<file path="src/include/tkd_params.svh">
// constants for the touch key detection block: offsets, fields, timings
`ifndef TKD_PARAMS_SVH
`define TKD_PARAMS_SVH

// register byte offsets on the wishbone slave
`define TKD_ADR_CTRL 8'h00
`define TKD_ADR_STATUS 8'h04
`define TKD_ADR_BASE0 8'h10

// control register fields
`define TKD_CTRL_FALL_LSB 0
`define TKD_CTRL_RISE_LSB 8
`define TKD_CTRL_RECAL_BIT 16

// status register fields
`define TKD_STAT_OUT_LSB 0
`define TKD_STAT_ACT_LSB 8
`define TKD_STAT_MODE_LSB 16
`define TKD_STAT_DRIVE_BIT 20
`define TKD_STAT_SUPP_BIT 21

// drift divider reset values, in samples per reference step
`define TKD_FALL_DIV_RST 8'h02
`define TKD_RISE_DIV_RST 8'h14

// detection levels in signal counts, and the integrator limit in samples
`define TKD_THRESH 16'h0006
`define TKD_HYST 16'h0002
`define TKD_INTEG_LIMIT 2'h3

// timing: the clock, and the nominal acquisition cycle
`define TKD_CLK_NS 25
`define TKD_RESP_REF_NS 99000000
`define TKD_REF_CLK_NS 100
`define TKD_ACQ_CLKS (`TKD_RESP_REF_NS / `TKD_REF_CLK_NS / 3)
`define TKD_ACQ_US (`TKD_ACQ_CLKS * `TKD_CLK_NS / 1000)
`define TKD_TO_SHORT_S 10
`define TKD_TO_LONG_S 60
`define TKD_TO_SHORT_CYC (`TKD_TO_SHORT_S * 1000000 / `TKD_ACQ_US)
`define TKD_TO_LONG_CYC (`TKD_TO_LONG_S * 1000000 / `TKD_ACQ_US)

`endif

</file>
<file path="src/include/tkd_pkg.sv">
// types shared by the touch key detection block
package tkd_pkg;

  // output mode and timeout selection, one-hot
  typedef enum logic [3:0]
  {
    TKD_MODE_DC_INF = 4'h1,
    TKD_MODE_DC_10 = 4'h2,
    TKD_MODE_DC_60 = 4'h4,
    TKD_MODE_TOGGLE = 4'h8
  } tkd_mode_e;

  typedef logic [15:0] tkd_word_t;
  typedef logic signed [16:0] tkd_diff_t;

endpackage

</file>
<file path="src/rtl/tkd_detect.sv">
// touch key detection: drift, threshold, integrator, timeout and outputs
`timescale 1ns/1ps
`include "tkd_params.svh"

// Behaviour
// signals are sixteen bit wide; differences are seventeen bit signed
// sample is over threshold when signal exceeds reference by six
// detection holds until signal drops more than two counts below threshold
// threshold and hysteresis levels follow each channel's reference
// reference slews toward signal per channel, only with no detection
// reference falls faster than it rises
// integrator counts over-threshold samples, clears otherwise, fires at 3
// active detection is timed; expiry forces full recalibration
// each channel has its own timer and recalibration
// straps pick 10 s, 60 s or infinite, derived from the clock
// timeouts count acquisition cycles, so slow bursts stretch them
// all channels recalibrate after power-up; reset pin is active low
// a host pulses the reset pin low about 5 us to force recalibration
// response is three acquisition cycles, scaling with clock rate
// straps are sampled once per acquisition cycle, live changes apply
// output mode straps apply to every channel alike
// dc mode follows detection; timeout recalibrates and drops output
// toggle mode flips output per detection, timeout fixed at 10 s
// toggle mode timeout recalibrates but keeps the output state
// drive strap low gives push-pull active-high outputs
// drive strap high gives open-drain active-low outputs
// strap decode: 01 dc 10 s, 10 dc 60 s, 11 toggle, 00 dc infinite
// suppression strap high enables key suppression
// before activation, block if another key is active or stronger
// channels are processed in fixed order, once per acquisition cycle
// recalibration loads signal into reference, clears integrator and timer
module tkd_detect
#(
  parameter int NCH = 5,
  parameter int TO_SHORT_CYC = `TKD_TO_SHORT_CYC,
  parameter int TO_LONG_CYC = `TKD_TO_LONG_CYC
)
(
  // clock, reset, enable
  input wire logic clk_i,
  input wire logic rst_i,
  input wire logic ce_i,
  // samples from the acquisition front end, same clock
  input wire logic sample_valid_i,
  input wire logic [((NCH > 1) ? $clog2(NCH) : 1)-1:0] sample_ch_i,
  input wire logic [15:0] sample_i,
  // strap and reset pins, asynchronous
  input wire logic output_mode_strap_a_i,
  input wire logic output_mode_strap_b_i,
  input wire logic drive_type_strap_i,
  input wire logic key_suppress_strap_i,
  input wire logic recal_n_i,
  // key outputs, per channel
  output logic [NCH-1:0] key_o,
  output logic [NCH-1:0] key_oe_o,
  // wishbone slave
  input wire logic wb_cyc_i,
  input wire logic wb_stb_i,
  input wire logic wb_we_i,
  input wire logic [7:0] wb_adr_i,
  input wire logic [31:0] wb_dat_i,
  input wire logic [3:0] wb_sel_i,
  output logic [31:0] wb_dat_o,
  output logic wb_ack_o
);

  localparam int CW = (NCH > 1) ? $clog2(NCH) : 1;

  if (NCH < 1 || NCH > 8 || TO_SHORT_CYC < 1 || TO_SHORT_CYC > 65535
      || TO_LONG_CYC < 1 || TO_LONG_CYC > 65535)
  begin : g_bad_params
    $error("tkd_detect: unsupported channel count or timeout");
  end

  //////////////////////////////////////////////////////////////////////////
  // per-channel state, flip-flops indexed by channel, and the last channel processed
  tkd_pkg::tkd_word_t base_q [NCH];
  tkd_pkg::tkd_word_t timer_q [NCH];
  tkd_pkg::tkd_diff_t delta_q [NCH];
  logic [1:0] integ_q [NCH];
  logic [7:0] drift_q [NCH];
  logic [NCH-1:0] act_q;
  logic [NCH-1:0] out_q;
  logic [NCH-1:0] pend_q;
  logic [CW-1:0] lch_q;

  // shared settings
  tkd_pkg::tkd_mode_e mode_q;
  logic drive_q;
  logic supp_q;
  logic [7:0] fall_div_q;
  logic [7:0] rise_div_q;
  logic sw_recal;

  // pin synchronisers
  logic [4:0] pin_s1;
  logic [4:0] pin_s2;

  // current-sample decode
  logic proc;
  logic cyc_end;
  logic [CW-1:0] ch;
  tkd_pkg::tkd_word_t cur_base;
  tkd_pkg::tkd_diff_t diff;
  tkd_pkg::tkd_diff_t thr_lvl;
  tkd_pkg::tkd_diff_t keep_lvl;
  logic over;
  logic keep;
  logic act_c;
  logic tmo_c;
  logic blocked;
  logic toggle;
  tkd_pkg::tkd_word_t lim;
  tkd_pkg::tkd_mode_e next_mode;

  //////////////////////////////////////////////////////////////////////////
  // two flops on every pin before anything reads it
  always_ff @(posedge clk_i)
  begin
    if (rst_i)
    begin
      pin_s1 <= 5'h10;
      pin_s2 <= 5'h10;
    end
    else if (ce_i)
    begin
      pin_s1 <= {recal_n_i, key_suppress_strap_i, drive_type_strap_i,
                 output_mode_strap_b_i, output_mode_strap_a_i};
      pin_s2 <= pin_s1;
    end
  end

  // strap decode for the shared output mode
  always_comb
  begin
    case (pin_s2[1:0])
      2'b10: next_mode = tkd_pkg::TKD_MODE_DC_10;
      2'b01: next_mode = tkd_pkg::TKD_MODE_DC_60;
      2'b11: next_mode = tkd_pkg::TKD_MODE_TOGGLE;
      default: next_mode = tkd_pkg::TKD_MODE_DC_INF;
    endcase
  end

  // straps latched once per acquisition cycle; drive resets to released
  // open drain so no pin is driven before the straps have been read
  always_ff @(posedge clk_i)
  begin
    if (rst_i)
    begin
      mode_q <= tkd_pkg::TKD_MODE_DC_INF;
      drive_q <= 1'b1;
      supp_q <= 1'b0;
    end
    else if (ce_i && cyc_end)
    begin
      mode_q <= next_mode;
      drive_q <= pin_s2[2];
      supp_q <= pin_s2[3];
    end
  end

  //////////////////////////////////////////////////////////////////////////
  // decode of the sample being processed this cycle
  assign proc = ce_i && sample_valid_i && (sample_ch_i < NCH);
  assign ch = sample_ch_i;
  assign cyc_end = proc && (ch == CW'(NCH - 1));
  assign cur_base = base_q[ch];
  assign diff = $signed({1'b0, sample_i}) - $signed({1'b0, cur_base});
  assign thr_lvl = $signed({1'b0, `TKD_THRESH});
  assign keep_lvl = $signed({1'b0, `TKD_THRESH - `TKD_HYST});
  assign over = diff >= thr_lvl;
  assign keep = diff >= keep_lvl;
  assign act_c = act_q[ch];
  assign toggle = mode_q == tkd_pkg::TKD_MODE_TOGGLE;

  // timeout limit in acquisition cycles; zero means never
  always_comb
  begin
    case (mode_q)
      tkd_pkg::TKD_MODE_DC_10: lim = 16'(TO_SHORT_CYC);
      tkd_pkg::TKD_MODE_DC_60: lim = 16'(TO_LONG_CYC);
      tkd_pkg::TKD_MODE_TOGGLE: lim = 16'(TO_SHORT_CYC);
      default: lim = 16'h0000;
    endcase
  end

  assign tmo_c = act_c && (lim != 16'h0000) && (timer_q[ch] >= lim);

  // suppression looks at every other key, active or stronger
  always_comb
  begin
    blocked = 1'b0;
    for (int i = 0; i < NCH; i++)
    begin
      if (CW'(i) != ch && (act_q[i] || delta_q[i] > diff))
      begin
        blocked = supp_q;
      end
    end
  end

  //////////////////////////////////////////////////////////////////////////
  // per-channel processing: recalibration, hysteresis, integrator, drift
  always_ff @(posedge clk_i)
  begin
    if (rst_i)
    begin
      for (int i = 0; i < NCH; i++)
      begin
        base_q[i] <= 16'h0000;
        timer_q[i] <= 16'h0000;
        delta_q[i] <= 17'h00000;
        integ_q[i] <= 2'h0;
        drift_q[i] <= 8'h00;
      end
      act_q <= '0;
      out_q <= '0;
      pend_q <= '1;
      lch_q <= '0;
    end
    else if (ce_i)
    begin
      // timers tick once per acquisition cycle, so they stretch with it
      if (cyc_end)
      begin
        for (int i = 0; i < NCH; i++)
        begin
          if (act_q[i] && timer_q[i] != 16'hffff
              && (lim == 16'h0000 || timer_q[i] < lim))
          begin
            timer_q[i] <= timer_q[i] + 16'h0001;
          end
        end
      end
      if (proc)
      begin
        lch_q <= ch;
        delta_q[ch] <= diff;
        pend_q[ch] <= 1'b0;
        if (pend_q[ch] || tmo_c)
        begin
          base_q[ch] <= sample_i;
          integ_q[ch] <= 2'h0;
          timer_q[ch] <= 16'h0000;
          drift_q[ch] <= 8'h00;
          act_q[ch] <= 1'b0;
          if (!toggle)
          begin
            out_q[ch] <= 1'b0;
          end
        end
        else if (act_c)
        begin
          // no drift while detecting
          if (!keep)
          begin
            act_q[ch] <= 1'b0;
            integ_q[ch] <= 2'h0;
            timer_q[ch] <= 16'h0000;
            if (!toggle)
            begin
              out_q[ch] <= 1'b0;
            end
          end
          else if (!toggle)
          begin
            out_q[ch] <= 1'b1;
          end
        end
        else if (over)
        begin
          if (integ_q[ch] == `TKD_INTEG_LIMIT - 2'h1)
          begin
            // a blocked key waits at the brink until the others let go
            if (!blocked)
            begin
              integ_q[ch] <= `TKD_INTEG_LIMIT;
              act_q[ch] <= 1'b1;
              timer_q[ch] <= 16'h0000;
              out_q[ch] <= toggle ? ~out_q[ch] : 1'b1;
            end
          end
          else
          begin
            integ_q[ch] <= integ_q[ch] + 2'h1;
          end
        end
        else
        begin
          integ_q[ch] <= 2'h0;
          if (!toggle)
          begin
            out_q[ch] <= 1'b0;
          end
          // slow rise so an approaching finger is not tracked away
          if (diff > 17'sh00000)
          begin
            if (drift_q[ch] + 8'h01 >= rise_div_q)
            begin
              base_q[ch] <= cur_base + 16'h0001;
              drift_q[ch] <= 8'h00;
            end
            else
            begin
              drift_q[ch] <= drift_q[ch] + 8'h01;
            end
          end
          else if (diff < 17'sh00000)
          begin
            if (drift_q[ch] + 8'h01 >= fall_div_q)
            begin
              base_q[ch] <= cur_base - 16'h0001;
              drift_q[ch] <= 8'h00;
            end
            else
            begin
              drift_q[ch] <= drift_q[ch] + 8'h01;
            end
          end
          else
          begin
            drift_q[ch] <= 8'h00;
          end
        end
      end
      // a recalibration request wins over the clear above
      if (!pin_s2[4] || sw_recal)
      begin
        pend_q <= '1;
      end
    end
  end

  //////////////////////////////////////////////////////////////////////////
  // output drive: push-pull active high or open drain active low
  for (genvar g = 0; g < NCH; g++)
  begin : g_drive
    assign key_o[g] = drive_q ? 1'b0 : out_q[g];
    assign key_oe_o[g] = drive_q ? out_q[g] : 1'b1;
  end

  //////////////////////////////////////////////////////////////////////////
  // wishbone slave: one wait state, writes land on the ack edge
  logic [31:0] rd_data;
  logic [5:0] base_idx;
  logic wr_now;

  assign base_idx = wb_adr_i[7:2] - 6'(`TKD_ADR_BASE0 >> 2);
  assign wr_now = wb_ack_o && wb_cyc_i && wb_stb_i && wb_we_i;
  assign sw_recal = wr_now && wb_adr_i == `TKD_ADR_CTRL && wb_sel_i[2]
                    && wb_dat_i[`TKD_CTRL_RECAL_BIT];

  // read mux; unmapped words read zero
  always_comb
  begin
    rd_data = 32'h00000000;
    if (wb_adr_i == `TKD_ADR_CTRL)
    begin
      rd_data[`TKD_CTRL_FALL_LSB +: 8] = fall_div_q;
      rd_data[`TKD_CTRL_RISE_LSB +: 8] = rise_div_q;
    end
    else if (wb_adr_i == `TKD_ADR_STATUS)
    begin
      rd_data[`TKD_STAT_OUT_LSB +: NCH] = out_q;
      rd_data[`TKD_STAT_ACT_LSB +: NCH] = act_q;
      rd_data[`TKD_STAT_MODE_LSB +: 4] = mode_q;
      rd_data[`TKD_STAT_DRIVE_BIT] = drive_q;
      rd_data[`TKD_STAT_SUPP_BIT] = supp_q;
    end
    else if (wb_adr_i[1:0] == 2'b00 && wb_adr_i >= `TKD_ADR_BASE0
             && base_idx < NCH)
    begin
      rd_data[15:0] = base_q[base_idx[CW-1:0]];
    end
  end

  // ack and read data
  always_ff @(posedge clk_i)
  begin
    if (rst_i)
    begin
      wb_ack_o <= 1'b0;
      wb_dat_o <= 32'h00000000;
    end
    else if (ce_i)
    begin
      wb_ack_o <= wb_cyc_i && wb_stb_i && !wb_ack_o;
      wb_dat_o <= rd_data;
    end
  end

  // drift dividers, written per byte lane
  always_ff @(posedge clk_i)
  begin
    if (rst_i)
    begin
      fall_div_q <= `TKD_FALL_DIV_RST;
      rise_div_q <= `TKD_RISE_DIV_RST;
    end
    else if (ce_i && wr_now && wb_adr_i == `TKD_ADR_CTRL)
    begin
      if (wb_sel_i[0])
      begin
        fall_div_q <= wb_dat_i[`TKD_CTRL_FALL_LSB +: 8];
      end
      if (wb_sel_i[1])
      begin
        rise_div_q <= wb_dat_i[`TKD_CTRL_RISE_LSB +: 8];
      end
    end
  end

  //////////////////////////////////////////////////////////////////////////
  // checks
  AST_OVER_COUNTS: assert property (@(posedge clk_i) disable iff (rst_i)
    proc && !pend_q[ch] && !tmo_c && !act_c && over
    |=> integ_q[lch_q] != 2'h0)
    else $error("over-threshold sample did not count");

  AST_INTEG_CLEAR: assert property (@(posedge clk_i) disable iff (rst_i)
    proc && !pend_q[ch] && !act_c && !over |=> integ_q[lch_q] == 2'h0)
    else $error("integrator not cleared on quiet sample");

  AST_HYST_HOLD: assert property (@(posedge clk_i) disable iff (rst_i)
    proc && !pend_q[ch] && act_c && !tmo_c && keep |=> act_q[lch_q])
    else $error("detection dropped above hysteresis level");

  AST_NO_DRIFT: assert property (@(posedge clk_i) disable iff (rst_i)
    proc && !pend_q[ch] && act_c && !tmo_c
    |=> base_q[lch_q] == $past(cur_base))
    else $error("reference moved during detection");

  AST_RECAL_LOAD: assert property (@(posedge clk_i) disable iff (rst_i)
    proc && pend_q[ch]
    |=> base_q[lch_q] == $past(sample_i) && integ_q[lch_q] == 2'h0
        && !act_q[lch_q] && timer_q[lch_q] == 16'h0000)
    else $error("recalibration incomplete");

  AST_SUPPRESS: assert property (@(posedge clk_i) disable iff (rst_i)
    proc && supp_q && !pend_q[ch] && !act_c && (|(act_q)) |=> !act_q[lch_q])
    else $error("key activated while another was active");

  AST_DC_TIMEOUT: assert property (@(posedge clk_i) disable iff (rst_i)
    proc && !pend_q[ch] && tmo_c && !toggle
    |=> !out_q[lch_q] && !act_q[lch_q])
    else $error("dc output held after timeout");

  AST_TOGGLE_KEEP: assert property (@(posedge clk_i) disable iff (rst_i)
    proc && tmo_c && toggle |=> out_q[lch_q] == $past(out_q[ch]))
    else $error("toggle output changed on timeout");

  AST_DRIVE: assert property (@(posedge clk_i) disable iff (rst_i)
    drive_q |-> key_o == '0 && key_oe_o == out_q)
    else $error("open drain drive wrong");

  AST_POWERUP: assert property (@(posedge clk_i) disable iff (rst_i)
    $past(rst_i) |-> pend_q == '1 && act_q == '0)
    else $error("channels not marked for recalibration");

endmodule

</file>
<file path="config.mk">
export PLATFORM = sky130hd
export DESIGN_NAME = tkd_detect
export DESIGN_NICKNAME = d
export VERILOG_FILES = /design/src/include/tkd_pkg.sv /design/src/rtl/tkd_detect.sv
export VERILOG_INCLUDE_DIRS = /design/src /design/src/include
export SDC_FILE = /design/constraint.sdc
export NUM_CORES = 1
export LEC_CHECK = 0
export BUFFER_PORTS_ARGS = -buffer_cell sky130_fd_sc_hd__buf_2
export CAP_MARGIN = 20
export CORE_UTILIZATION = 46
export DETAILED_ROUTE_END_ITERATION = 10
export SETUP_SLACK_MARGIN = 0.05
export SYNTH_ARGS = -nofsm -noshare
export SYNTH_HDL_FRONTEND = slang
export SYNTH_SLANG_ARGS = --single-unit
</file>
<file path="constraint.sdc">
create_clock -name clk_i -period 10.4 [get_ports clk_i]
set_input_delay 1.04 -clock clk_i [delete_from_list [all_inputs] [get_ports clk_i]]
set_output_delay 1.04 -clock clk_i [all_outputs]
set_load 0.01 [all_outputs]
</file>
# [After elaboration in Yosys (flattened, before gate mapping)]
# Memories as Yosys holds them, arrays and structs flattened.
# Index checks and enable logic that the tools add are counted.
[totals] mem_count=5 wordCells=359 register_bits=70 mem_bits_rw=295 inputBits=75 out_inout_bits=43
[op_classes] n_reduce_logical=66 muxes=195 addsub=11 n_bitwise=25 n_eq_ne=23 n_lt_le_gt_ge=22
[memory_table] memory="delta_q" depth=5 width=17 read_ports=5 rd_ports_with_merged_regs=0 wr=5 line_no="tkd_detect.sv:79" text="tkd_pkg::tkd_diff_t delta_q [NCH];"
[memory_table] memory="base_q" depth=5 width=16 read_ports=2 rd_ports_with_merged_regs=0 wr=5 line_no="tkd_detect.sv:77" text="tkd_pkg::tkd_word_t base_q [NCH];"
[memory_table] memory="timer_q" depth=5 width=16 read_ports=6 rd_ports_with_merged_regs=0 wr=6 line_no="tkd_detect.sv:78" text="tkd_pkg::tkd_word_t timer_q [NCH];"
[memory_table] memory="drift_q" depth=5 width=8 read_ports=1 rd_ports_with_merged_regs=0 wr=5 line_no="tkd_detect.sv:81" text="logic [7:0] drift_q [NCH];"
[memory_table] memory="integ_q" depth=5 width=2 read_ports=1 rd_ports_with_merged_regs=0 wr=5 line_no="tkd_detect.sv:80" text="logic [1:0] integ_q [NCH];"
[ops] op="16-bit two-way mux" n=12
[ops] op="1-bit two-way mux" n=138
[ops] op="16-bit by 1-bit adder with 16-bit output (second input constant)" n=6
[ops] op="5-bit two-way mux" n=18
[ops] op="17-bit > comparator" n=5
[ops] op="16-bit < comparator" n=5
[ops] op="16-bit != test (second input constant)" n=5
[ops] op="8-bit two-way mux" n=6
[ops] op="17-bit by 4-bit >= comparator with 1-bit output (second input constant)" n=2
[ops] op="1-bit logical AND" n=34
[ops] op="13-bit one-hot mux with 2 select lines" n=1
[ops] op="3-bit two-way mux" n=6
[ops] op="1-bit bitwise OR" n=18
[ops] op="17-bit by 1-bit > comparator with 1-bit output (second input constant)" n=1
[ops] op="17-bit by 1-bit < comparator with 1-bit output (second input constant)" n=1
[ops] op="17-bit two-way mux" n=1
[ops] op="17-bit OR reduction" n=1
[ops] op="16-bit by 16-bit subtractor with 17-bit output" n=1
[ops] op="16-bit >= comparator" n=1
[ops] op="8-bit >= comparator" n=2
[ops] op="16-bit logical NOT" n=1
[ops] op="16-bit nonzero test" n=1
[ops] op="16-bit OR reduction" n=1
[ops] op="16-bit by 1-bit subtractor with 16-bit output (second input constant)" n=1
[ops] op="other kinds (42)" n=74

# [Logic depth before layout (Yosys ltp)]
# An unclocked memory read counts as a cell.
[depth] word_depth=24 mapped_depth=28 mapped_depth_nobuf=23

# [Least setup slack after synthesis]
# OpenSTA, ideal clock, no wires.
[synth_timing] path_type="input -> register" startpoint="input port sample_ch_i[1] (netlist bit)" endpoint="memory integ_q[1][0], enable pin" required_ns=10.062 path_stages=23 arrival_ns=6.573 n_path_buf=5 setup_ns=0.338 setup_slack_ns=3.489 path_cell_list="buf_2 > buf_2 > buf_2 > mux4_2 > mux2i_1 > ha_1 > a211oi_2 > o21ai_0 > or3_1 > o31a_1 > or3_1 > clkbuf_1 > ha_1 > nand2_1 > nor2_1 > nand2_1 > or4_1 > o31a_1 > a32oi_1 > a41oi_2 > buf_6 > and2_0 > o31ai_1"
[synth_lines] element="start, declared" line_no="tkd_detect.sv:45" text="input wire logic [((NCH > 1) ? $clog2(NCH) : 1)-1:0] sample_ch_i,"
[synth_lines] element="end, declared" line_no="tkd_detect.sv:80"

==> impl_metrics.ini <==
[outcome]
status = completed

[logic_synthesis]
synth_cell_types = 96
yosys_warnings = 0
synth-seq-cells = 443
synth_area_mm2 = 0.0261
synth.most_common_cell = nor2_1
synth_ff_type = edfxtp_1
synth_edf_count = 293
ys_async_sr_fraction = 0
ys_seq_area_frac = 0.452
syn_area_per_cell_um2 = 10.2
synthTopCellsByArea = edfxtp_1 (34%), dfxtp_1 (12%), ha_1 (8.1%)
synth.top_cell.area_share = 0.337
yosysTopAreaCell = edfxtp_1
synth_common_cells = nor2_1 (452), edfxtp_1 (293), nand2_1 (283), ha_1 (168), dfxtp_1 (150)
syn_inst = 2562

[worst_setup_path]
regToRegSetupSlack_ps = 3160
crit_required_ps = 10670
startpoint = sample_ch_i[0]
r2r_start = base_q[0][2]
max_stage_delay_ps = 690
cp_max_fo = 34
worstSetupPathType = in -> reg
path_cells = buf_4, mux4_2, mux2i_1, ha_1, a21o_1, a31oi_1, o21a_4, o31a_1, a21o_1, clkinv_1, ha_1, nand3_1, nor2_1, nand2_1, or4_1, o31a_1, a32oi_1, a41oi_2, and2_0, o31ai_1
critical_path_arrival_ps = 8290
critPathLaunchType = primary input
crit_path_end_kind = flip-flop
reg2reg_depth = 19
cp_slowest_cell = mux2i_1

[global_routing]
grt_pass1_wl_um = 114000
grt.total_usage = 0.257
grt_max_degree = 76
grt_pass1_vias = 20300
antenna_found_initial = 5
overflow = 0

[worst_hold_path]
worstHoldPathType = reg -> reg
min-delay-start = pend_q[0]
min_path_cells = 2

[clocking]
numCtsBuffers = 49
post_cts_buffers = 0
max-clock-path-buffers = 3
clock_latency_ps = 610
cts_hold_buf = 0
ctsResizeCount = 0
clk_pin_slew_worst_paths_ps = 60
clock_sink_count = 443
cts_tree = yes
cts_root_buffer = clkbuf_16
cts.htree.levels = 2

[power]
finalPower_w = 0.00454
powerDensity_mw_per_mm2 = 155
ir_drop_mv = 0.132
p_leak_nw = 12.0

[route]
vias = 20300
antenna_left = 0
avgRoutedWirePerCell_um = 20.7
routed_via_density = 5.79
first_iter_violations = 1542
drt-total-wl_um = 72700
firstDrtPassIters = 5
drc = 0

[die]
core_mm2 = 0.0556
die_area_mm2 = 0.0577
fp.dieH_um = 240
rows = 86
io_pins = 118
initial_core_util = 0.469
die_w_um = 240

[placed_design]
dp.cells = 3425
dp_hpwl_um = 51200
gp_congestion = 0.907
port_buffers = 91

[sta]
drv_slew = 0
rsz0062_at_grt = no
fmax_ghz = 0.125
setup_tns_ps = 0
finClkSkew_ps = 30.6
finalHoldViolCount = 0
max_slew_margin = 0.260
fin_crit_sh = 0.771
tightest_slew_ps = 1110
setup_viol = 0
period_needed_ps = 8020

[cells_and_area]
fin_nets = 2973
syn_to_final_growth_pct = 12.4
layout-drive-gt1-share = 0.126
final_cells = 3517
antenna_cells = 0

[run]
cap_violations = 0
where the power goes:
group          leakage [nW]  switching [W]  internal, W
sequential             4.21      0.0000235      0.00193
combinational          6.99       0.000505     0.000306
clock                 0.798       0.000737      0.00103
total                  12.0        0.00127      0.00327
final timing paths:
path / end
hold reg to reg: pend_q[0]
hold / removal: pend_q[0]
setup / recovery: integ_q[4][1]
setup reg to reg: integ_q[4][1]
cell families after synthesis:
family	share of synthesized area
other	0.000144
adders and majority gates	0.0817
and+or+nand+nor	0.175
DFF	0.452
xor gates and xnor gates	0.0346
AOI/OAI and AO/OA	0.114
buffers and inverters	0.0362
muxes	0.106
through the flow:
step	util	setup WS [ps]	hold WS (ps)	cell area, um2
6_report	0.527	2380	470	29300
5_1_grt	0.527	1910	478	29300
4_1_cts	0.527	2450	467	29300
3_3_place_gp	0.498	1900	449	27700
3_5_place_dp	0.498	1830	455	27700
2_1_floorplan	-	3490	424	26400
final cells by class:
type / instances / area, um2
fill: 5012 / 26300
multi-input combinational: 1982 / 13700
clock inverter: 21 / 210
inverter: 111 / 419
timing repair buffer: 142 / 843
tap: 748 / 936
sequential: 443 / 11800
clock buffer: 70 / 1430
placed cells by master, fill, tap and decap left out, drive strengths merged, types with 38 or more instances in the layout:
cell	count
ha	168
buf	142
edfxtp	293
o21ai	77
inv	109
dfxtp	150
clkbuf	70
mux4	91
xnor2	38
xor2	63
nor3	56
mux2i	61
a21oi	109
nand3	57
conb	88
nand2	284
nor2	453
metal layers:
| layer | global-route usage | vias to the layer above | part of all wire |
|---|---|---|---|
| li1 | - | 9614 | - |
| met1 | 0.336 | 9935 | 0.43 |
| met2 | 0.425 | 623 | 0.47 |
| met3 | 0.0409 | 168 | 0.063 |
| met4 | 0.102 | 8 | 0.037 |
| met5 | 0 | - | 0.00077 |
flip-flops by register name, indices dropped and copies added (netlist names), named ones only:
name,flops
base_q,128
delta_q,85
drift_q,64
drive_q,1
fall_div_q,8
integ_q,16
mode_q,4
out_q,5
pend_q,5
pin_s1,5
pin_s2,5
rise_div_q,8
supp_q,1
timer_q,80
wb_ack_o,1
wb_dat_o,22
critical path: cells and delay by family:
family,cells,cell delay [ps]
AOI/OAI and AO/OA,9,2780
and+or+nand+nor,5,1310
muxes,2,1270
buffers and inverters,2,920
adders and majority gates,2,880
(Power assumes the default switching activity.)
